<file path="src/core/dram_pkg.sv">
// Shared constants, types and decoders for the row and refresh link.
// Assumes both ends run on one 200 MHz clock and share this package.
package dram_pkg;
  //////////////////////////////////////////////////////////////////////
  // Times in picoseconds, then whole cycles of the system clock
  localparam int CLK_PS                  = 5000;
  localparam int ROW_PRECHARGE_PS        = 13750;
  localparam int ACT_SHORT_DELAY_PS      = 5000;
  localparam int ACT_LONG_DELAY_PS       = 6400;
  localparam int FOUR_ACT_WINDOW_PS      = 30000;
  localparam int RESTORE_PS              = 32000;
  localparam int WRITE_RECOVERY_PS       = 15000;
  localparam int REFRESH_CYCLE1_PS       = 350000;
  localparam int REFRESH_CYCLE2_PS       = 260000;
  localparam int REFRESH_CYCLE4_PS       = 160000;
  localparam int REFRESH_INTERVAL_PS     = 7800000;
  localparam int WRITE_LATENCY_CYC       = 4;
  localparam int BURST_CYC               = 4;
  // Least times round up
  localparam int RP_CYC   = (ROW_PRECHARGE_PS + CLK_PS - 1) / CLK_PS;
  localparam int RRDS_CYC = (ACT_SHORT_DELAY_PS + CLK_PS - 1) / CLK_PS;
  localparam int RRDL_CYC = (ACT_LONG_DELAY_PS + CLK_PS - 1) / CLK_PS;
  localparam int WIN_CYC  = (FOUR_ACT_WINDOW_PS + CLK_PS - 1) / CLK_PS;
  localparam int RST_CYC  = (RESTORE_PS + CLK_PS - 1) / CLK_PS;
  localparam int WREC_CYC = (WRITE_RECOVERY_PS + CLK_PS - 1) / CLK_PS;
  localparam int RFC1_CYC = (REFRESH_CYCLE1_PS + CLK_PS - 1) / CLK_PS;
  localparam int RFC2_CYC = (REFRESH_CYCLE2_PS + CLK_PS - 1) / CLK_PS;
  localparam int RFC4_CYC = (REFRESH_CYCLE4_PS + CLK_PS - 1) / CLK_PS;
  localparam int RD_AP_CYC = RST_CYC;
  localparam int WR_AP_CYC = WRITE_LATENCY_CYC + BURST_CYC + WREC_CYC;
  localparam int AP_SLACK  = 2;
  // Average interval is a longest time: quarter interval rounds down
  localparam int REFI4_CYC = REFRESH_INTERVAL_PS / (4 * CLK_PS);
  localparam int TIMER_W   = 8;
  //////////////////////////////////////////////////////////////////////
  // Geometry and command pin layout
  localparam int NB      = 16;
  localparam int ADDR_W  = 18;
  localparam int RAS_BIT = 16;
  localparam int CAS_BIT = 15;
  localparam int WE_BIT  = 14;
  localparam int AP_BIT  = 10;
  localparam int RATE_LSB = 6;
  localparam logic [3:0] MODE_REG_THREE_SEL = 4'h3;
  localparam logic [2:0] MODE_1X   = 3'h0;
  localparam logic [2:0] MODE_2X   = 3'h1;
  localparam logic [2:0] MODE_4X   = 3'h2;
  localparam logic [2:0] MODE_OTF2 = 3'h5;
  localparam logic [2:0] MODE_OTF4 = 3'h6;
  localparam logic [2:0] RESET_RATE_MODE = MODE_1X;
  // Refresh debt in quarter-interval units, same limit in every mode
  localparam logic signed [7:0] DEBT_LIM = 8'sh20;
  typedef enum logic [2:0] {CMD_DES, CMD_ACT, CMD_RD, CMD_WR, CMD_PRE,
                            CMD_REF, CMD_MRS, CMD_OTHER} cmd_t;
  typedef enum logic [2:0] {REQ_ACT, REQ_RD, REQ_WR, REQ_PRE, REQ_PREA,
                            REQ_REF, REQ_MODE} req_t;
  typedef enum logic [1:0] {RATE_1X, RATE_2X, RATE_4X} rate_t;
  //////////////////////////////////////////////////////////////////////
  // Per-refresh rate: fixed modes, or bank-group bit zero on the fly
  function automatic rate_t ref_rate(input logic [2:0] mode,
                                     input logic       bg0);
    rate_t r;
    r = RATE_1X;
    if (mode == MODE_2X || (mode == MODE_OTF2 && bg0)) r = RATE_2X;
    if (mode == MODE_4X || (mode == MODE_OTF4 && bg0)) r = RATE_4X;
    return r;
  endfunction
  function automatic logic mode_legal(input logic [2:0] mode);
    return mode == MODE_1X || mode == MODE_2X || mode == MODE_4X ||
           mode == MODE_OTF2 || mode == MODE_OTF4;
  endfunction
  function automatic logic [TIMER_W-1:0] refresh_cycles(input rate_t r);
    logic [TIMER_W-1:0] c;
    c = TIMER_W'(RFC1_CYC);
    if (r == RATE_2X) c = TIMER_W'(RFC2_CYC);
    if (r == RATE_4X) c = TIMER_W'(RFC4_CYC);
    return c;
  endfunction
  function automatic logic [3:0] refresh_units(input rate_t r);
    return 4'h4 >> r;
  endfunction
endpackage

</file>
<file path="src/core/dram_cmd_if.sv">
// Command and address link between memory controller and DRAM end.
// Assumes both ends sample on the same system clock edge.
`timescale 1ns/1ps
interface dram_cmd_if;
  // Bits 16..14 of addr double as row, column and write strobes
  logic        cs_n;
  logic        act_n;
  logic [1:0]  bg;
  logic [1:0]  ba;
  logic [17:0] addr;
  modport ctrl (output cs_n, act_n, bg, ba, addr);
  modport dram (input cs_n, act_n, bg, ba, addr);
endinterface

</file>
<file path="src/core/dram_ctrl_end.sv">
// Controller end: issues row, precharge, refresh and mode commands.
// Assumes the user holds a request until done or reject pulses.
`timescale 1ns/1ps
module dram_ctrl_end #(
  parameter int REFI4_CYC = dram_pkg::REFI4_CYC
)(
  input  logic                i_sys_clk,
  input  logic                i_reset,
  input  logic                i_clk_en,
  dram_cmd_if.ctrl            link,
  input  logic                i_req_valid,
  input  dram_pkg::req_t      i_req_kind,
  input  logic [3:0]          i_req_bank,
  input  logic [17:0]         i_req_row,
  input  logic                i_req_ap,
  input  logic [2:0]          i_req_rate,
  output logic                o_req_done,
  output logic                o_req_reject,
  output logic                o_ref_urgent,
  output logic signed [7:0]   o_ref_debt,
  output logic [15:0]         o_bank_open,
  output logic [2:0]          o_rate_mode
);
  localparam int TW = dram_pkg::TIMER_W;
  localparam logic [TW-1:0] AGE_MAX = 8'hFF;

  logic [15:0]          bank_zero;
  logic [15:0]          bank_load;
  logic [TW-1:0]        bank_value;
  logic                 ref_zero;
  logic [TW-1:0]        act_age;
  logic [1:0]           last_bg;
  logic [TW-1:0]        win_age [4];
  logic [1:0]           win_ptr;
  logic [9:0]           tick_cnt;
  logic                 tick;
  logic                 ok;
  logic                 bad;
  logic                 take;
  logic                 issue;
  logic                 is_ref;
  logic                 act_ok;
  logic                 all_idle;
  logic                 pull_ok;
  logic                 hit_open;
  dram_pkg::rate_t      rate_now;
  logic [3:0]           units;
  logic signed [7:0]    next_debt;
  logic [17:0]          next_addr;

  //////////////////////////////////////////////////////////////////////
  // Per-bank ready timers, restarted by every precharge
  for (genvar b = 0; b < dram_pkg::NB; b++)
  begin : g_bank
    dram_down_counter #(.W(TW)) u_timer (
      .i_sys_clk (i_sys_clk),
      .i_reset   (i_reset),
      .i_clk_en  (i_clk_en),
      .i_load    (bank_load[b]),
      .i_value   (bank_value),
      .o_zero    (bank_zero[b])
    );
  end

  // Refresh cycle time: the link carries only deselect meanwhile
  dram_down_counter #(.W(TW)) u_ref_timer (
    .i_sys_clk (i_sys_clk),
    .i_reset   (i_reset),
    .i_clk_en  (i_clk_en),
    .i_load    (issue && is_ref),
    .i_value   (dram_pkg::refresh_cycles(rate_now)),
    .o_zero    (ref_zero)
  );

  //////////////////////////////////////////////////////////////////////
  // Legality of the pending request
  assign rate_now = dram_pkg::ref_rate(o_rate_mode, i_req_rate[0]);
  assign units    = dram_pkg::refresh_units(rate_now);
  assign hit_open = o_bank_open[i_req_bank];
  assign is_ref   = (i_req_kind == dram_pkg::REQ_REF);
  assign act_ok   = bank_zero[i_req_bank] &&
                    act_age >= ((last_bg == i_req_bank[3:2]) ?
                    TW'(dram_pkg::RRDL_CYC) :
                    TW'(dram_pkg::RRDS_CYC)) &&
                    win_age[win_ptr] >= TW'(dram_pkg::WIN_CYC);
  assign all_idle = ~|o_bank_open && &bank_zero;
  assign pull_ok  = (o_ref_debt - $signed({4'h0, units})) >=
                    -dram_pkg::DEBT_LIM;

  // Urgent debt holds off activate, read and write; precharge, refresh and mode pass
  always_comb
  begin
    ok  = 1'b0;
    bad = 1'b0;
    unique case (i_req_kind)
      dram_pkg::REQ_ACT:
      begin
        bad = hit_open;
        ok  = act_ok && !o_ref_urgent;
      end
      dram_pkg::REQ_RD, dram_pkg::REQ_WR:
      begin
        bad = !hit_open;
        ok  = !o_ref_urgent;
      end
      dram_pkg::REQ_PRE, dram_pkg::REQ_PREA: ok = 1'b1;
      dram_pkg::REQ_REF: ok = all_idle && pull_ok;
      dram_pkg::REQ_MODE:
      begin
        bad = !dram_pkg::mode_legal(i_req_rate);
        ok  = all_idle;
      end
      default: bad = 1'b1;
    endcase
  end

  // One idle cycle after each answer keeps a held request single
  assign take  = i_req_valid && ref_zero && !o_req_done &&
                 !o_req_reject;
  assign issue = take && ok && !bad;

  //////////////////////////////////////////////////////////////////////
  // Address and strobe pattern of the command
  always_comb
  begin
    next_addr = '0;
    unique case (i_req_kind)
      dram_pkg::REQ_ACT: next_addr = i_req_row;
      dram_pkg::REQ_RD, dram_pkg::REQ_WR:
      begin
        next_addr[dram_pkg::RAS_BIT] = 1'b1;
        next_addr[dram_pkg::WE_BIT]  = (i_req_kind == dram_pkg::REQ_RD);
        next_addr[dram_pkg::AP_BIT]  = i_req_ap;
      end
      dram_pkg::REQ_PRE, dram_pkg::REQ_PREA:
      begin
        next_addr[dram_pkg::CAS_BIT] = 1'b1;
        next_addr[dram_pkg::AP_BIT]  = (i_req_kind == dram_pkg::REQ_PREA);
      end
      dram_pkg::REQ_REF: next_addr[dram_pkg::WE_BIT] = 1'b1;
      dram_pkg::REQ_MODE:
        next_addr[dram_pkg::RATE_LSB +: 3] = i_req_rate;
      default: next_addr = '0;
    endcase
  end

  // Link pins, deselect whenever nothing is issued
  always_ff @(posedge i_sys_clk)
  begin
    if (i_reset)
    begin
      link.cs_n  <= 1'b1;
      link.act_n <= 1'b1;
      link.bg    <= 2'h0;
      link.ba    <= 2'h0;
      link.addr  <= '0;
    end
    else if (i_clk_en)
    begin
      link.cs_n  <= !issue;
      link.act_n <= !(issue && i_req_kind == dram_pkg::REQ_ACT);
      link.addr  <= issue ? next_addr : '0;
      link.bg    <= issue ? i_req_bank[3:2] : 2'h0;
      link.ba    <= issue ? i_req_bank[1:0] : 2'h0;
      if (issue && is_ref)
        link.bg <= {1'b0, i_req_rate[0]};
      if (issue && i_req_kind == dram_pkg::REQ_MODE)
        link.bg <= dram_pkg::MODE_REG_THREE_SEL[3:2];
      if (issue && i_req_kind == dram_pkg::REQ_MODE)
        link.ba <= dram_pkg::MODE_REG_THREE_SEL[1:0];
    end
  end

  //////////////////////////////////////////////////////////////////////
  // Bank timer starts; auto precharge counts lockout plus precharge
  always_comb
  begin
    bank_load  = '0;
    bank_value = TW'(dram_pkg::RP_CYC);
    if (issue && i_req_kind == dram_pkg::REQ_PREA)
      bank_load = '1;
    if (issue && i_req_kind == dram_pkg::REQ_PRE)
      bank_load[i_req_bank] = 1'b1;
    if (issue && i_req_ap && (i_req_kind == dram_pkg::REQ_RD ||
        i_req_kind == dram_pkg::REQ_WR))
    begin
      bank_load[i_req_bank] = 1'b1;
      bank_value = TW'(dram_pkg::RP_CYC + dram_pkg::AP_SLACK +
                   ((i_req_kind == dram_pkg::REQ_RD) ?
                   dram_pkg::RD_AP_CYC : dram_pkg::WR_AP_CYC));
    end
  end

  // Open or idle per bank
  always_ff @(posedge i_sys_clk)
  begin
    if (i_reset)
      o_bank_open <= '0;
    else if (i_clk_en && issue)
    begin
      unique case (i_req_kind)
        dram_pkg::REQ_ACT:  o_bank_open[i_req_bank] <= 1'b1;
        dram_pkg::REQ_PRE:  o_bank_open[i_req_bank] <= 1'b0;
        dram_pkg::REQ_PREA: o_bank_open <= '0;
        dram_pkg::REQ_RD, dram_pkg::REQ_WR:
          if (i_req_ap)
            o_bank_open[i_req_bank] <= 1'b0;
        default: o_bank_open <= o_bank_open;
      endcase
    end
  end

  // Activate spacing ages saturate so an idle link never blocks
  always_ff @(posedge i_sys_clk)
  begin
    if (i_reset)
    begin
      act_age <= AGE_MAX;
      last_bg <= 2'h0;
      win_ptr <= 2'h0;
      for (int i = 0; i < 4; i++)
        win_age[i] <= AGE_MAX;
    end
    else if (i_clk_en)
    begin
      for (int i = 0; i < 4; i++)
        if (win_age[i] != AGE_MAX)
          win_age[i] <= win_age[i] + TW'(1);
      if (act_age != AGE_MAX)
        act_age <= act_age + TW'(1);
      if (issue && i_req_kind == dram_pkg::REQ_ACT)
      begin
        act_age          <= '0;
        last_bg          <= i_req_bank[3:2];
        win_age[win_ptr] <= '0;
        win_ptr          <= win_ptr + 2'h1;
      end
    end
  end

  //////////////////////////////////////////////////////////////////////
  // Refresh debt: a quarter interval owes one unit
  assign tick = (tick_cnt == 10'(REFI4_CYC - 1));

  always_ff @(posedge i_sys_clk)
  begin
    if (i_reset)
      tick_cnt <= '0;
    else if (i_clk_en)
      tick_cnt <= tick ? '0 : tick_cnt + 10'h001;
  end

  always_comb
  begin
    next_debt = o_ref_debt + $signed({7'h00, tick});
    if (issue && is_ref)
      next_debt = next_debt - $signed({4'h0, units});
    if (next_debt > dram_pkg::DEBT_LIM)
      next_debt = dram_pkg::DEBT_LIM;
  end

  // Urgent at the postponement limit, so the gap stays bounded
  always_ff @(posedge i_sys_clk)
  begin
    if (i_reset)
    begin
      o_ref_debt   <= '0;
      o_ref_urgent <= 1'b0;
    end
    else if (i_clk_en)
    begin
      o_ref_debt   <= next_debt;
      o_ref_urgent <= next_debt >= dram_pkg::DEBT_LIM;
    end
  end

  // Answers and the mode register copy
  always_ff @(posedge i_sys_clk)
  begin
    if (i_reset)
    begin
      o_req_done   <= 1'b0;
      o_req_reject <= 1'b0;
      o_rate_mode  <= dram_pkg::RESET_RATE_MODE;
    end
    else if (i_clk_en)
    begin
      o_req_done   <= issue;
      o_req_reject <= take && bad;
      if (issue && i_req_kind == dram_pkg::REQ_MODE)
        o_rate_mode <= i_req_rate;
    end
  end
endmodule // dram_ctrl_end

</file>
<file path="src/core/dram_down_counter.sv">
// Loadable down counter that stops at zero.
// Assumes the owner holds i_load for one cycle per start.
`timescale 1ns/1ps
module dram_down_counter #(
  parameter int W = 8
)(
  input  logic         i_sys_clk,
  input  logic         i_reset,
  input  logic         i_clk_en,
  input  logic         i_load,
  input  logic [W-1:0] i_value,
  output logic         o_zero
);
  logic [W-1:0] count;
  // A reload restarts the period from the latest start
  always_ff @(posedge i_sys_clk)
  begin
    if (i_reset)
      count <= '0;
    else if (i_clk_en)
    begin
      if (i_load)
        count <= i_value;
      else if (count != '0)
        count <= count - W'(1);
    end
  end
  assign o_zero = (count == '0);
endmodule // dram_down_counter

</file>
<file path="src/flat_wrapper.sv">
// flat-port wrapper written by rule: the top's interface ports become plain ports
module dram_ctrl_end_flat 
#(
  parameter int REFI4_CYC = dram_pkg::REFI4_CYC
)
  (i_sys_clk, i_reset, i_clk_en, i_req_valid, i_req_kind, i_req_bank, i_req_row, i_req_ap, i_req_rate, o_req_done, o_req_reject, o_ref_urgent, o_ref_debt, o_bank_open, o_rate_mode, link_cs_n, link_act_n, link_bg, link_ba, link_addr);
  dram_cmd_if link_i ();
  input  logic i_sys_clk;
  input  logic i_reset;
  input  logic i_clk_en;
  input  logic i_req_valid;
  input  dram_pkg::req_t i_req_kind;
  input  logic [3:0] i_req_bank;
  input  logic [17:0] i_req_row;
  input  logic i_req_ap;
  input  logic [2:0] i_req_rate;
  output logic o_req_done;
  output logic o_req_reject;
  output logic o_ref_urgent;
  output logic signed [7:0] o_ref_debt;
  output logic [15:0] o_bank_open;
  output logic [2:0] o_rate_mode;
  output wire logic [$bits(link_i.cs_n)-1:0] link_cs_n;
  output wire logic [$bits(link_i.act_n)-1:0] link_act_n;
  output wire logic [$bits(link_i.bg)-1:0] link_bg;
  output wire logic [$bits(link_i.ba)-1:0] link_ba;
  output wire logic [$bits(link_i.addr)-1:0] link_addr;
  assign link_cs_n = link_i.cs_n;
  assign link_act_n = link_i.act_n;
  assign link_bg = link_i.bg;
  assign link_ba = link_i.ba;
  assign link_addr = link_i.addr;
  dram_ctrl_end #(.REFI4_CYC(REFI4_CYC)) u_core (.i_sys_clk(i_sys_clk), .i_reset(i_reset), .i_clk_en(i_clk_en), .link(link_i), .i_req_valid(i_req_valid), .i_req_kind(i_req_kind), .i_req_bank(i_req_bank), .i_req_row(i_req_row), .i_req_ap(i_req_ap), .i_req_rate(i_req_rate), .o_req_done(o_req_done), .o_req_reject(o_req_reject), .o_ref_urgent(o_ref_urgent), .o_ref_debt(o_ref_debt), .o_bank_open(o_bank_open), .o_rate_mode(o_rate_mode));
endmodule
</file>
<file path="config.mk">
export PLATFORM = sky130hd
export DESIGN_NAME = dram_ctrl_end_flat
export DESIGN_NICKNAME = d
export VERILOG_FILES = /design/src/core/dram_pkg.sv /design/src/core/dram_cmd_if.sv /design/src/core/dram_ctrl_end.sv /design/src/core/dram_down_counter.sv /design/src/flat_wrapper.sv
export SDC_FILE = /design/constraint.sdc
export NUM_CORES = 1
export LEC_CHECK = 0
export BUFFER_PORTS_ARGS = -buffer_cell sky130_fd_sc_hd__buf_4
export CAP_MARGIN = 20
export CORE_AREA = 4 4 171 173
export DETAILED_ROUTE_END_ITERATION = 10
export DIE_AREA = 0 0 175 177
export GPL_ROUTABILITY_DRIVEN = 0
export GPL_TIMING_DRIVEN = 0
export PLACE_DENSITY = 0.72
export SLEW_MARGIN = 20
export SYNTH_ARGS = -nofsm -noshare
export SYNTH_HDL_FRONTEND = slang
export SYNTH_HIERARCHICAL = 1
export SYNTH_SLANG_ARGS = --single-unit
</file>
<file path="constraint.sdc">
create_clock -name i_sys_clk -period 10.4 [get_ports i_sys_clk]
set_input_delay 2.08 -clock i_sys_clk [delete_from_list [all_inputs] [get_ports i_sys_clk]]
set_output_delay 2.08 -clock i_sys_clk [all_outputs]
set_load 0.01 [all_outputs]
</file>
After elaboration in Yosys (flattened, before gate mapping)
Memories as Yosys holds them, arrays and structs flattened. A register that Yosys moved wholly into a read port is not among the register bits.
Index checks and enable logic that the tools add are counted.
{ "word_totals": {"output_inout_bits": 54, "regBits": 212, "n_memories": 1, "ramBits": 32, "word_cells": 323, "input_bits": 33} }
{ "memory_table": {"columns": ["memory", "words", "word_bits", "read_ports", "rd_ports_with_merged_regs", "wr", "line_no", "source"], "rows": [
  ["u_core.win_age", 4, 8, 5, 1, 5, "dram_ctrl_end.sv:33", "logic [TW-1:0] win_age [4];"]
]} }
{ "classes": {"shifts": 1, "order_cmp": 7, "muxes": 102, "n_addsub": 28, "n_eq_ne": 24, "n_reduce_logical": 119, "bitwise_logic": 9} }
{ "op_table": {"columns": ["operator", "count"], "rows": [
  ["8-bit 2-to-1 mux", 43],
  ["8-bit zero test", 17],
  ["8-bit nonzero test", 17],
  ["8-bit by 1-bit subtractor with 8-bit output, second input constant", 17],
  ["16-bit 2-to-1 mux", 4],
  ["16-bit one-hot mux with 4 select lines", 1],
  ["16-bit OR", 3],
  ["8-bit by 1-bit adder with 8-bit output, second input constant", 5],
  ["8-bit != test, second input constant", 5],
  ["2-bit AND reduction", 20],
  ["2-bit nonzero test", 18],
  ["1-bit 2-to-1 mux", 28],
  ["1-bit logical AND", 22],
  ["3-bit equality test, second input constant", 7],
  ["18-bit 2-to-1 mux", 1],
  ["2-bit 2-to-1 mux", 9],
  ["16-bit bitwise AND", 1],
  ["16-bit NOT", 1],
  ["16-bit AND reduction", 1],
  ["16-bit OR reduction", 1],
  ["8-bit by 5-bit subtractor with 8-bit output", 2],
  ["7-bit 2-to-1 mux", 2],
  ["3-bit by 2-bit equality test with 1-bit output, second input constant", 4],
  ["10-bit by 1-bit adder with 10-bit output, second input constant", 1],
  ["other kinds (36)", 60]
]} }

Logic depth before layout (Yosys ltp)
Gate-level depths: netlist of the first run.
{ "logic_depth": {"ltp_word": 20, "mapped_depth": 21, "mapped_depth_nobuf": 17} }

Modules after synthesis
The synthesis of the first run kept the hierarchy.
{ "modules_own_cells": {"columns": ["mod", "seq_area_each_um2", "area_each_um2", "cells_per_inst", "instances"], "rows": [
  ["dram_down_counter", 160.2, 531.8, 73, 17],
  ["dram_ctrl_end", 2202.1, 6020.8, 733, 1]
]} }

Least setup slack after synthesis of the first run
Ideal clock, no wire load.
{ "synth_timing": {"path_type": "input-to-reg", "startpoint": "input port i_req_bank[3]", "endpoint": "register u_core.g_bank[0].u_timer.count[2]", "t_arrival_ns": 7.725, "path_slack_ns": 2.605, "setup_ns": 0.070, "cell_stages": 14, "t_required_ns": 10.330, "path_buffers": 1, "cell_sequence": "clkbuf_1 > xnor2_1 > nand2_1 > ha_1 > o21ai_0 > and3_1 > nor4_1 > a211oi_2 > nor3_2 > nand3_1 > nor4b_1 > a21oi_1 > or2_2 > a21oi_1"} }
{ "synth_via": {"elab_cells_between_ends": 34, "cone_classes": "order compare (3); eq/ne (1); mux (14); bitwise (2); reduce/logical (14)"} }
{ "synth_lines": {"columns": ["item", "line_no", "source"], "rows": [
  ["start, declared", "flat_wrapper.sv:13", "input logic [3:0] i_req_bank;"],
  ["2-bit equality test", "dram_ctrl_end.sv:82", "act_age >= ((last_bg == i_req_bank[3:2]) ?"],
  ["2-bit 2-to-1 mux", "dram_ctrl_end.sv:82", null],
  ["8-bit >= comparator", "dram_ctrl_end.sv:82", null],
  ["1-bit logical AND", "dram_ctrl_end.sv:81", "assign act_ok = bank_zero[i_req_bank] &&"],
  ["1-bit logical AND", "dram_ctrl_end.sv:84", "TW'(dram_pkg::RRDS_CYC)) &&"],
  ["1-bit logical AND", "dram_ctrl_end.sv:99", "ok = act_ok && !o_ref_urgent;"],
  ["1-bit one-hot mux with 5 select lines", "dram_ctrl_end.sv:95", "unique case (i_req_kind)"],
  ["1-bit logical AND", "dram_ctrl_end.sv:120", "assign issue = take && ok && !bad;"],
  ["1-bit logical AND *", "dram_ctrl_end.sv:120", null],
  ["1-bit logical AND * (2 in a row)", "dram_ctrl_end.sv:184", "if (issue && i_req_ap && (i_req_kind == dram_pkg::REQ_RD ||"],
  ["8-bit 2-to-1 mux *", "dram_ctrl_end.sv:184", null],
  ["named net u_core.bank_value[2]", "dram_ctrl_end.sv:29", "logic [TW-1:0] bank_value;"],
  ["8-bit 2-to-1 mux *", "dram_down_counter.sv:22", "if (i_load)"],
  ["end signal, assigned", "dram_down_counter.sv:23", "count <= i_value;"],
  ["end signal, assigned", "dram_down_counter.sv:25", "count <= count - W'(1);"],
  ["end, declared", "dram_down_counter.sv:14", "logic [W-1:0] count;"]
]} }
Mark *: on every way through the listed nets, which the timed path passes. The rest lies on a longest branch. The select of a mux whose other input is x is not followed.
A chain may end at the register's enable or synchronous reset.

Worst setup path in the final report of the first run
{ "layout_timing": {"startpoint": "input port i_req_bank[2]", "endpoint": "register u_core.g_bank[0].u_timer.count[2]"} }
The elaborated chain is that of the path after synthesis.

==> flow_summary.yaml, run 1 <==
cells_and_area:
  final_nets: 2217
  post-route-util_pct: 63.2
  area_growth_pct: 16.0
  final_common_cell: "dfxtp_1"
  final_cell_mix: "dfxtp_1 (246), nand2_1 (228), nor2_1 (219)"
  drive_gt1_share_pct: 12.2
worst_setup_path:
  cpLargestDelayFamily: "simple AND/OR/NAND/NOR gates"
  critPathCaptureType: "flop"
  worstPathRequired_ps: 10870
  path_class: "input port to flop"
  cp_data_arrival_time_ps: 6940
  r2r-start: "u_core/g_bank[0].u_timer/count[0]"
  path_buf_inv: 5
  cpMostUsedCell: "buf_2"
  crit_path_cell_trace: "buf_4 -> buf_1 -> xnor2_1 -> nand2_1 -> ha_1 -> o21ai_0 -> and3_1 -> nor4_1 -> a211oi_2 -> nor3_2 -> nand3_2 -> nor4b_2 -> buf_2 -> buf_2 -> buf_2 -> a21oi_1 -> or2_2 -> a21oi_1"
  max_stage_delay_ps: 670
  slowest_stage: "nor4b_2"
  critPathMaxFanout: 21
  startpoint_type: "input port"
  crit_start: "i_req_bank[2]"
power_and_ir_drop:
  vdd_drop_max_v: 0.000176
  powerDensity_nw_per_um2: 295
  p_clk_share_pct: 20.6
  internal-power_mw: 3.07
  swShare_pct: 40.4
  p_switching_mw: 2.08
  p_comb_share_pct: 49.0
  finalPower_mw: 5.15
  seqPwrFrac_pct: 30.4
  leakage_nw: 6.68
yosys:
  yosys_warnings: 6
  synthFlopType: "dfxtp_1"
  ys_seq_elements: 246
  async_flop_share_pct: 0
  syn-cell-area_um2: 15100
  synthCells: 1974
  synth_edf_count: 0
  synthDistinctLibCells: 67
  yosysSeqAreaShare_pct: 32.7
  syn_avg_cell_area_um2: 7.63
timing:
  rsz0062_at_grt: "no"
  max_freq_mhz: 155
  hold_slack_ps: 452
  layout_min_cycle_time_ps: 6470
  fin_crit_sh_pct: 62.2
  finalSetupTns_ps: 0
  fin_skew_ps: 11.4
  tightest_slew_ps: 829
  maxSlewHeadroom_pct: 44.7
  report.final.slew_viol_count: 0
  hold_viol_final: 0
  setup_viol: 0
detailed_routing:
  vias: 15000
  drt_pass1_iterations: 6
  drt-wirelength-per-cell_um: 16.0
  wirelength_um: 40700
  viasPerCell: 5.87
  ant_nets: 0
  drt_iter0_drc: 1394
  drc_errors: 0
floorplanning:
  initial_core_util_pct: 54.5
  boundaryPins: 87
  dieArea_um2: 31000
  die_x_um: 175
  die_h_um: 177
  core_area_um2: 27600
  fp-row-count: 61
clock_tree:
  cts_buffers: 29
  cts_num_sinks: 246
  clk_pin_slew_ps: 60
  tritoncts: "done"
  hold_buffers: 0
  root_buffer: "clkbuf_16"
  clk_latency_ps: 540
  cts_max_level: 1
  post-cts-setup-buffer-count: 0
  cts_resized: 0
  clockBufferDepth: 3
min_path:
  hp-class: "flop to flop"
  worstHoldStart: "u_core/link.addr[16]"
flow_run:
  drv_cap: 0
placement:
  io_buffers: 82
  hpwlAfterDp_um: 28500
global_route:
  gr-usage-all-layers_pct: 25.6
  gr-total-overflow: 0
  grt_start_max_net_pins: 78
  grt_pass1_wl_um: 67600
  grt_pass1_vias: 13800
  antenna_found_initial: 2
outcome:
  status: "completed"
## flip-flops by register name, summed over array words and instances, names as in the netlist, named ones only
signal,flops
u_core/act_age,8
u_core/g_bank.u_timer/count,128
u_core/last_bg,2
u_core/link.act_n,1
u_core/link.addr,18
u_core/link.ba,2
u_core/link.bg,2
u_core/link.cs_n,1
u_core/o_bank_open,16
u_core/o_rate_mode,3
u_core/o_ref_debt,8
u_core/o_ref_urgent,1
u_core/o_req_done,1
u_core/o_req_reject,1
u_core/tick_cnt,10
u_core/u_ref_timer/count,8
u_core/win_age,32
u_core/win_ptr,2
## per-stage QoR
| stage | instance area, µm² | setup WS [ps] | cells |
|---|---|---|---|
| 3_5_place_dp | 16500 | 3450 | 2492 |
| 4_1_cts | 17500 | 4000 | 2544 |
| 5_1_grt | 17500 | 3630 | 2546 |
| 3_3_place_gp | 16300 | -2740 | 2484 |
| 6_report | 17500 | 3930 | 2546 |
| 2_1_floorplan | 15200 | 2610 | 2024 |
## cells in the mapped netlist, types with 9 or more instances
master    number  share of area, %
buf_2         27              0.90
nor3_1        51               1.7
o21a_1        17              0.85
clkbuf_1      75               1.9
a21oi_1      148               4.9
o211ai_1      20               1.0
ha_1          38               3.2
or2_2         21              0.87
nor3b_1       52               2.6
or4b_1        17               1.1
a31o_2        18               1.0
dfxtp_1      246                33
nand2_1      228               5.7
inv_1         87               2.2
or4_1         18              0.90
a21bo_2       18               1.2
nor4_1        28               1.2
mux2i_1       28               1.9
nor2_1       219               5.5
nand2b_1      40               1.7
a31oi_1       19              0.79
o41ai_1       35               2.0
mux4_2         9               1.3
or3_1         56               2.3
nand3_1       52               1.7
o21ai_0      218               7.2
and3_1        11              0.46
nand4_1       23              0.96
a22o_1        13              0.76
o31ai_4       17               2.4
xnor2_1       21               1.2
xor2_1        30               1.7
## kinds of logic after synthesis
group,Yosys count,synth area share [%]
buf+inv,195,5.23
fa+ha+maj,39,3.29
other cells,1,0.0249
simple gates,847,28.4
compound gates,557,24.1
mux,38,3.28
xor+xnor,51,2.97
flops,246,32.7
## worst reg2reg max path: stages (launching register included)
cell      delay [ps]
dfxtp_1          340
inv_1             80
ha_1             210
or4b_1           430
buf_2            170
nor2_1           390
nor4b_1          310
and4_1           250
nand4_1          140
a41oi_1          240
a211oi_2          70
nor3_2           390
nand3_2          630
nor4b_2          670
buf_2            310
buf_2            240
buf_2            200
a21oi_1           70
or2_2            280
a21oi_1          120
## power groups by stage
stage               combinational, mW  clock, mW  sequential [mW]
global route                     2.86       1.12             1.62
CTS                              2.51       1.08             1.56
detailed placement               2.49          0             1.57
global placement                 2.41          0             1.56
finish                           2.52       1.06             1.57
floorplan                        2.05          0             1.49
## routing by layer
metal,part of all wire [%],wire (µm),global-route usage [%],vias to the layer above
met5,0,0,0,-
met4,3.9,1590,9.13,0
met3,5.8,2360,3.63,90
met2,46,18700,42.6,422
met1,44,18100,34.1,7045
li1,-,-,-,7397
## final timing paths
check | endpoint | cells past startpoint | slack (ps)
setup / recovery | u_core/g_bank[0].u_timer/count[2] | 18 | 3930
hold / removal | u_core/link.addr[16] | 2 | 450
setup reg to reg | u_core/g_bank[0].u_timer/count[2] | 19 | 4790
hold reg to reg | u_core/link.addr[16] | 2 | 450
## area by class of cell
class / count / area [µm²]
fill: 2496 / 10200
multi-input combinational: 1583 / 9560
sequential: 246 / 4920
clock buffer: 44 / 892
timing repair buffer: 90 / 707
tap: 378 / 473
buffer: 108 / 462
inverter: 87 / 327
clock inverter: 8 / 115
antenna: 2 / 5.00
Power figures use the tool's default switching activity.
==> run 2, diff against run 1 <==
--- a/config.mk
+++ b/config.mk
@@ -12,7 +12,7 @@
 export DIE_AREA = 0 0 175 177
 export GPL_ROUTABILITY_DRIVEN = 0
 export GPL_TIMING_DRIVEN = 0
-export PLACE_DENSITY = 0.72
+export PLACE_DENSITY = 0.75
 export SLEW_MARGIN = 20
 export SYNTH_ARGS = -nofsm -noshare
 export SYNTH_HDL_FRONTEND = slang
==> constraint.sdc (replaced) <==
create_clock -name i_sys_clk -period 5.3 [get_ports i_sys_clk]
set_input_delay 1.06 -clock i_sys_clk [delete_from_list [all_inputs] [get_ports i_sys_clk]]
set_output_delay 1.06 -clock i_sys_clk [all_outputs]
set_load 0.01 [all_outputs]
==> run 2 against run 1 <==
  * Die area unchanged
  * Combinational power increased by 98%
  * Global-route usage decreased by 0.16 points
  * Critical endpoint is now u_core/g_bank[5].u_timer/count[2]
  * Highest routed layer is now met5
==> flow_summary.yaml, run 2 (synthesis results as in run 1) <==
cells_and_area:
  final_common_cell: "dfxtp_1"
  final_cell_area_um2: 17500
  final_nets: 2214
  top_register: "u_core/g_bank.u_timer/count"
  n_fill_cell: 2391
  post-route-util_pct: 63.4
  num_antenna_cells: 0
  drive_gt1_share_pct: 13.2
  final_cell_mix: "dfxtp_1 (246), nand2_1 (228), o21ai_0 (218)"
  largest_register_ffs: 128
  area_growth_pct: 16.3
  reg_top3: "u_core/g_bank.u_timer/count x128, u_core/win_age x32, u_core/link.addr x18"
  fin_cells: 2542
worst_setup_path:
  critPathCaptureType: "flop"
  critPathMaxFanout: 10
  path_class: "flop to flop"
  cp_data_arrival_time_ps: 5550
  startpoint_type: "flop"
  worstPathRequired_ps: 5780
clock_tree:
  clk_latency_ps: 560
  root_buffer: "clkbuf_16"
  tritoncts: "done"
  clockBufferDepth: 3
  cts_max_level: 1
  cts_num_sinks: 246
  cts_buffers: 28
  clk_pin_slew_ps: 60
  hold_buffers: 0
  post-cts-setup-buffer-count: 0
detailed_routing:
  drt_iter0_drc: 1327
  drt_pass1_iterations: 8
  drt-wirelength-per-cell_um: 16.2
  vias: 15000
  viasPerCell: 5.89
  ant_nets: 0
  drc_errors: 0
  wirelength_um: 41100
floorplanning:
  dieArea_um2: 31000
  boundaryPins: 87
  initial_core_util_pct: 54.5
  die_h_um: 177
  fp-row-count: 61
  core_area_um2: 27600
  die_x_um: 175
power_and_ir_drop:
  vdd_drop_max_v: 0.000334
  finalPower_mw: 10.1
  powerDensity_nw_per_um2: 575
  leakage_nw: 6.72
global_route:
  gr-usage-all-layers_pct: 25.4
  grt_pass1_vias: 13900
  grt_start_max_net_pins: 80
  gr-total-overflow: 0
  grt_pass1_wl_um: 67200
  antenna_found_initial: 1
timing:
  fin_skew_ps: 18.1
  max_freq_mhz: 197
  maxSlewHeadroom_pct: 47.8
  hold_slack_ps: 467
  worst_slack_ps: 226
  fin_crit_sh_pct: 95.7
  layout_min_cycle_time_ps: 5070
  rsz0062_at_grt: "no"
  setup_viol: 0
  hold_viol_final: 0
  finalSetupTns_ps: 0
  report.final.slew_viol_count: 0
  tightest_slew_ps: 777
placement:
  dp.cells: 2490
  dp_slack_ps: -340
  hpwlAfterDp_um: 28600
  io_buffers: 82
  dpl_cell_area_um2: 16500
flow_run:
  drv_cap: 0
outcome:
  status: "completed"
min_path:
  hp-class: "flop to flop"
==> run 2: cell count changes in the layout (fill, tap and decap cells not counted), sizes merged <==
cell,delta
clkinvlp,+2
clkbuf,-4
buf,-1
clkinv,+1
diode,-2
==> run 2: area by class of cell <==
| type | count | area, µm² | share of cell area [%] |
|---|---|---|---|
| clock inverters | 11 | 146 | 0.836 |
| inverters | 87 | 327 | 1.86 |
| plain buffers | 108 | 488 | 2.79 |
| repair buffers | 88 | 732 | 4.18 |
| well taps | 378 | 473 | 2.70 |
| clock buffers | 41 | 820 | 4.68 |
| multi-input cells | 1583 | 9600 | 54.8 |
| flip-flops and latches | 246 | 4920 | 28.1 |
==> run 2: final timing paths <==
kind / from / end / slack [ps] / cells past startpoint
min: u_core/link.bg[1] / u_core/link.bg[1] / 470 / 2
min reg2reg: u_core/link.bg[1] / u_core/link.bg[1] / 470 / 2
max: u_core/g_bank[0].u_timer/count[0] / u_core/g_bank[5].u_timer/count[2] / 230 / 20
max reg2reg: u_core/g_bank[0].u_timer/count[0] / u_core/g_bank[5].u_timer/count[2] / 230 / 20
==> run 2: critical path, stage by stage, from the launching register on <==
cell and delay (ps):
dfxtp_1 350, inv_1 80, ha_1 200, or4b_1 430, buf_2 180, nor2_1 240
nor4b_1 310, and4_1 230, nand4_1 180, a41oi_1 330, a211oi_2 100, buf_2 230
or3_4 440, buf_6 170, clkbuf_1 290, nor2_2 260, clkbuf_2 260, clkbuf_2 260
a21oi_1 90, or2_2 270, a21oi_1 110
==> run 2: routing by layer <==
| layer | GRT usage (%) | up-vias | wire, µm |
|---|---|---|---|
| met4 | 9.13 | 2 | 1640 |
| li1 | - | 7393 | - |
| met3 | 4.10 | 125 | 2750 |
| met2 | 42.9 | 487 | 18900 |
| met1 | 33.1 | 6969 | 17900 |
| met5 | 0 | - | 13 |
==> run 2: where the power goes <==
part / total, mW / switching, mW / internal [mW]
Sequential: 3.08 / 0.669 / 2.41
Clock: 2.01 / 0.798 / 1.22
Combinational: 4.98 / 2.65 / 2.33
Total: 10.1 / 4.12 / 5.95
==> run 2: repair_timing <==
item                       CTS  global route
pin swaps                    0             0
setup endpoints to repair    3            98
gates resized for setup      1            48
==> run 3, diff against run 2 <==
--- a/config.mk
+++ b/config.mk
@@ -7,12 +7,13 @@
 export LEC_CHECK = 0
 export BUFFER_PORTS_ARGS = -buffer_cell sky130_fd_sc_hd__buf_4
 export CAP_MARGIN = 20
-export CORE_AREA = 4 4 171 173
+export CORE_AREA = 4 4 188 190
 export DETAILED_ROUTE_END_ITERATION = 10
-export DIE_AREA = 0 0 175 177
+export DIE_AREA = 0 0 192 194
 export GPL_ROUTABILITY_DRIVEN = 0
 export GPL_TIMING_DRIVEN = 0
-export PLACE_DENSITY = 0.75
+export MAX_ROUTING_LAYER = met4
+export PLACE_DENSITY = 0.64
 export SLEW_MARGIN = 20
 export SYNTH_ARGS = -nofsm -noshare
 export SYNTH_HDL_FRONTEND = slang
==> run 3 against run 2 <==
  * First-iteration DRC count fell by 29%
  * Total power is 0.13% higher
  * Via count shrank 1.8%
  * Fmax grew 3.0%
  * Clock power grew 4%
  * Sequential cell count stayed put
  * Register-to-register slack better by 150 ps
  * Wire length rose by 0.75%
  * Non-clock buffer count grew 2
  * Critical endpoint is now u_core/g_bank[10].u_timer/count[2]
  * Largest cell class unchanged
==> flow_summary.yaml, run 3 (synthesis results as in run 1) <==
cells_and_area:
  final_common_cell: "dfxtp_1"
  drive_gt1_share_pct: 13.2
  n_fill_cell: 3255
  register_area_um2: 4920
  post-route-util_pct: 52.7
  largest_register_ffs: 128
  reg_top3: "u_core/g_bank.u_timer/count x128, u_core/win_age x32, u_core/link.addr x18"
  final_cell_mix: "dfxtp_1 (246), nand2_1 (228), nor2_1 (219)"
  area_growth_pct: 17.1
  top_register: "u_core/g_bank.u_timer/count"
  multi_input_area_um2: 9580
  final_nets: 2216
floorplanning:
  core_area_um2: 33400
  initial_core_util_pct: 45.0
  die_x_um: 192
  dieArea_um2: 37200
  boundaryPins: 87
  die_h_um: 194
  fp-row-count: 67
clock_tree:
  clk_pin_slew_ps: 60
  hold_buffers: 0
  cts_max_level: 1
  tritoncts: "done"
  clk_latency_ps: 550
  root_buffer: "clkbuf_16"
  cts_buffers: 28
  clockBufferDepth: 3
  cts_num_sinks: 246
detailed_routing:
  wirelength_um: 41400
  drt-wirelength-per-cell_um: 15.8
  drt_pass1_iterations: 6
  viasPerCell: 5.62
  drt_iter0_drc: 943
  vias: 14700
  ant_nets: 0
  drc_errors: 0
worst_setup_path:
  worstPathRequired_ps: 5780
  path_class: "flop to flop"
  cp_data_arrival_time_ps: 5410
  critPathCaptureType: "flop"
  startpoint_type: "flop"
  critPathMaxFanout: 10
min_path:
  hp-class: "flop to flop"
timing:
  maxSlewHeadroom_pct: 51.2
  fin_crit_sh_pct: 93.0
  layout_min_cycle_time_ps: 4930
  report.final.slew_viol_count: 0
  max_freq_mhz: 203
  fin_skew_ps: 12.0
  hold_slack_ps: 447
  finalSetupTns_ps: 0
  setup_viol: 0
  hold_viol_final: 0
  rsz0062_at_grt: "yes"
  tightest_slew_ps: 726
power_and_ir_drop:
  powerDensity_nw_per_um2: 572
  leakage_nw: 6.75
  vdd_drop_max_v: 0.000283
global_route:
  gr-usage-all-layers_pct: 22.2
  gr-total-overflow: 0
  grt_start_max_net_pins: 73
  antenna_found_initial: 2
  grt_pass1_wl_um: 68600
  grt_pass1_vias: 13600
outcome:
  status: "completed"
flow_run:
  drv_cap: 0
placement:
  io_buffers: 82
  hpwlAfterDp_um: 29100
[run 3: changes by cell type in the layout (fill, tap and decap cells not counted), sizes merged]
cell / before / now
clkbuf: 115 / 112
clkinv: 6 / 8
bufinv: 3 / 5
diode: 0 / 2
buf: 122 / 123
[run 3: cell type report]
cell class | instances | share of cell area [%]
clock buffers | 37 | 4.51
plain buffers | 108 | 2.75
diodes | 2 | 0.0284
multi-input cells | 1583 | 54.3
well taps | 448 | 3.18
inverters | 87 | 1.85
repair buffers | 90 | 4.28
flip-flops and latches | 246 | 27.9
clock inverters | 15 | 1.16
[run 3: critical path: stages (launching register included)]
cell and delay [ps]:
dfxtp_1 350, inv_1 70, ha_1 190, or4b_1 430
buf_2 170, nor2_1 310, nor4b_1 270, and4_1 280
nand4_1 150, a41oi_1 230, a211oi_2 70, buf_2 220
or3_4 440, buf_6 170, clkbuf_1 220, nor2_1 140
clkbuf_1 350, clkbuf_2 300, a21oi_1 90, or2_2 270
a21oi_1 120
[run 3: power by group]
group	internal (mW)	switching, mW	total, mW
registers	2.41	0.661	3.07
logic	2.32	2.60	4.92
clock network	1.29	0.800	2.09
[run 3: path summary, 6_finish.rpt]
check,start,endpoint,slack [ps],cells past startpoint
max,u_core/g_bank[1].u_timer/count[0],u_core/g_bank[10].u_timer/count[2],370,20
min,u_core/link.bg[1],u_core/link.bg[1],450,2
max reg2reg,u_core/g_bank[1].u_timer/count[0],u_core/g_bank[10].u_timer/count[2],370,20
min reg2reg,u_core/link.bg[1],u_core/link.bg[1],450,2
[run 3: repair_timing]
action,in CTS,in global routing
buffers inserted,0,2
setup endpoints to repair,0,70
gates resized for setup,0,39
[run 3: layer usage]
layer / vias to the layer above / wire length (µm) / global-route usage (%)
met5: - / 0 / -
li1: 7411 / - / -
met2: 388 / 19300 / 35.9
met3: 68 / 2510 / 3.55
met4: 0 / 849 / 4.73
met1: 6838 / 18800 / 29.5
[run 3: per-stage QoR]
stage | std cells | instance area [µm²] | setup slack, ps | total power [mW]
after floorplan | 2024 | 15300 | 185 | 6.95
after global placement | 2554 | 16400 | -2650 | 7.83
after detailed placement | 2560 | 16600 | -371 | 7.98
after CTS | 2612 | 17600 | 40.8 | 10.1
after global routing | 2616 | 17600 | -27.6 | 11.0
final | 2616 | 17600 | 372 | 10.1
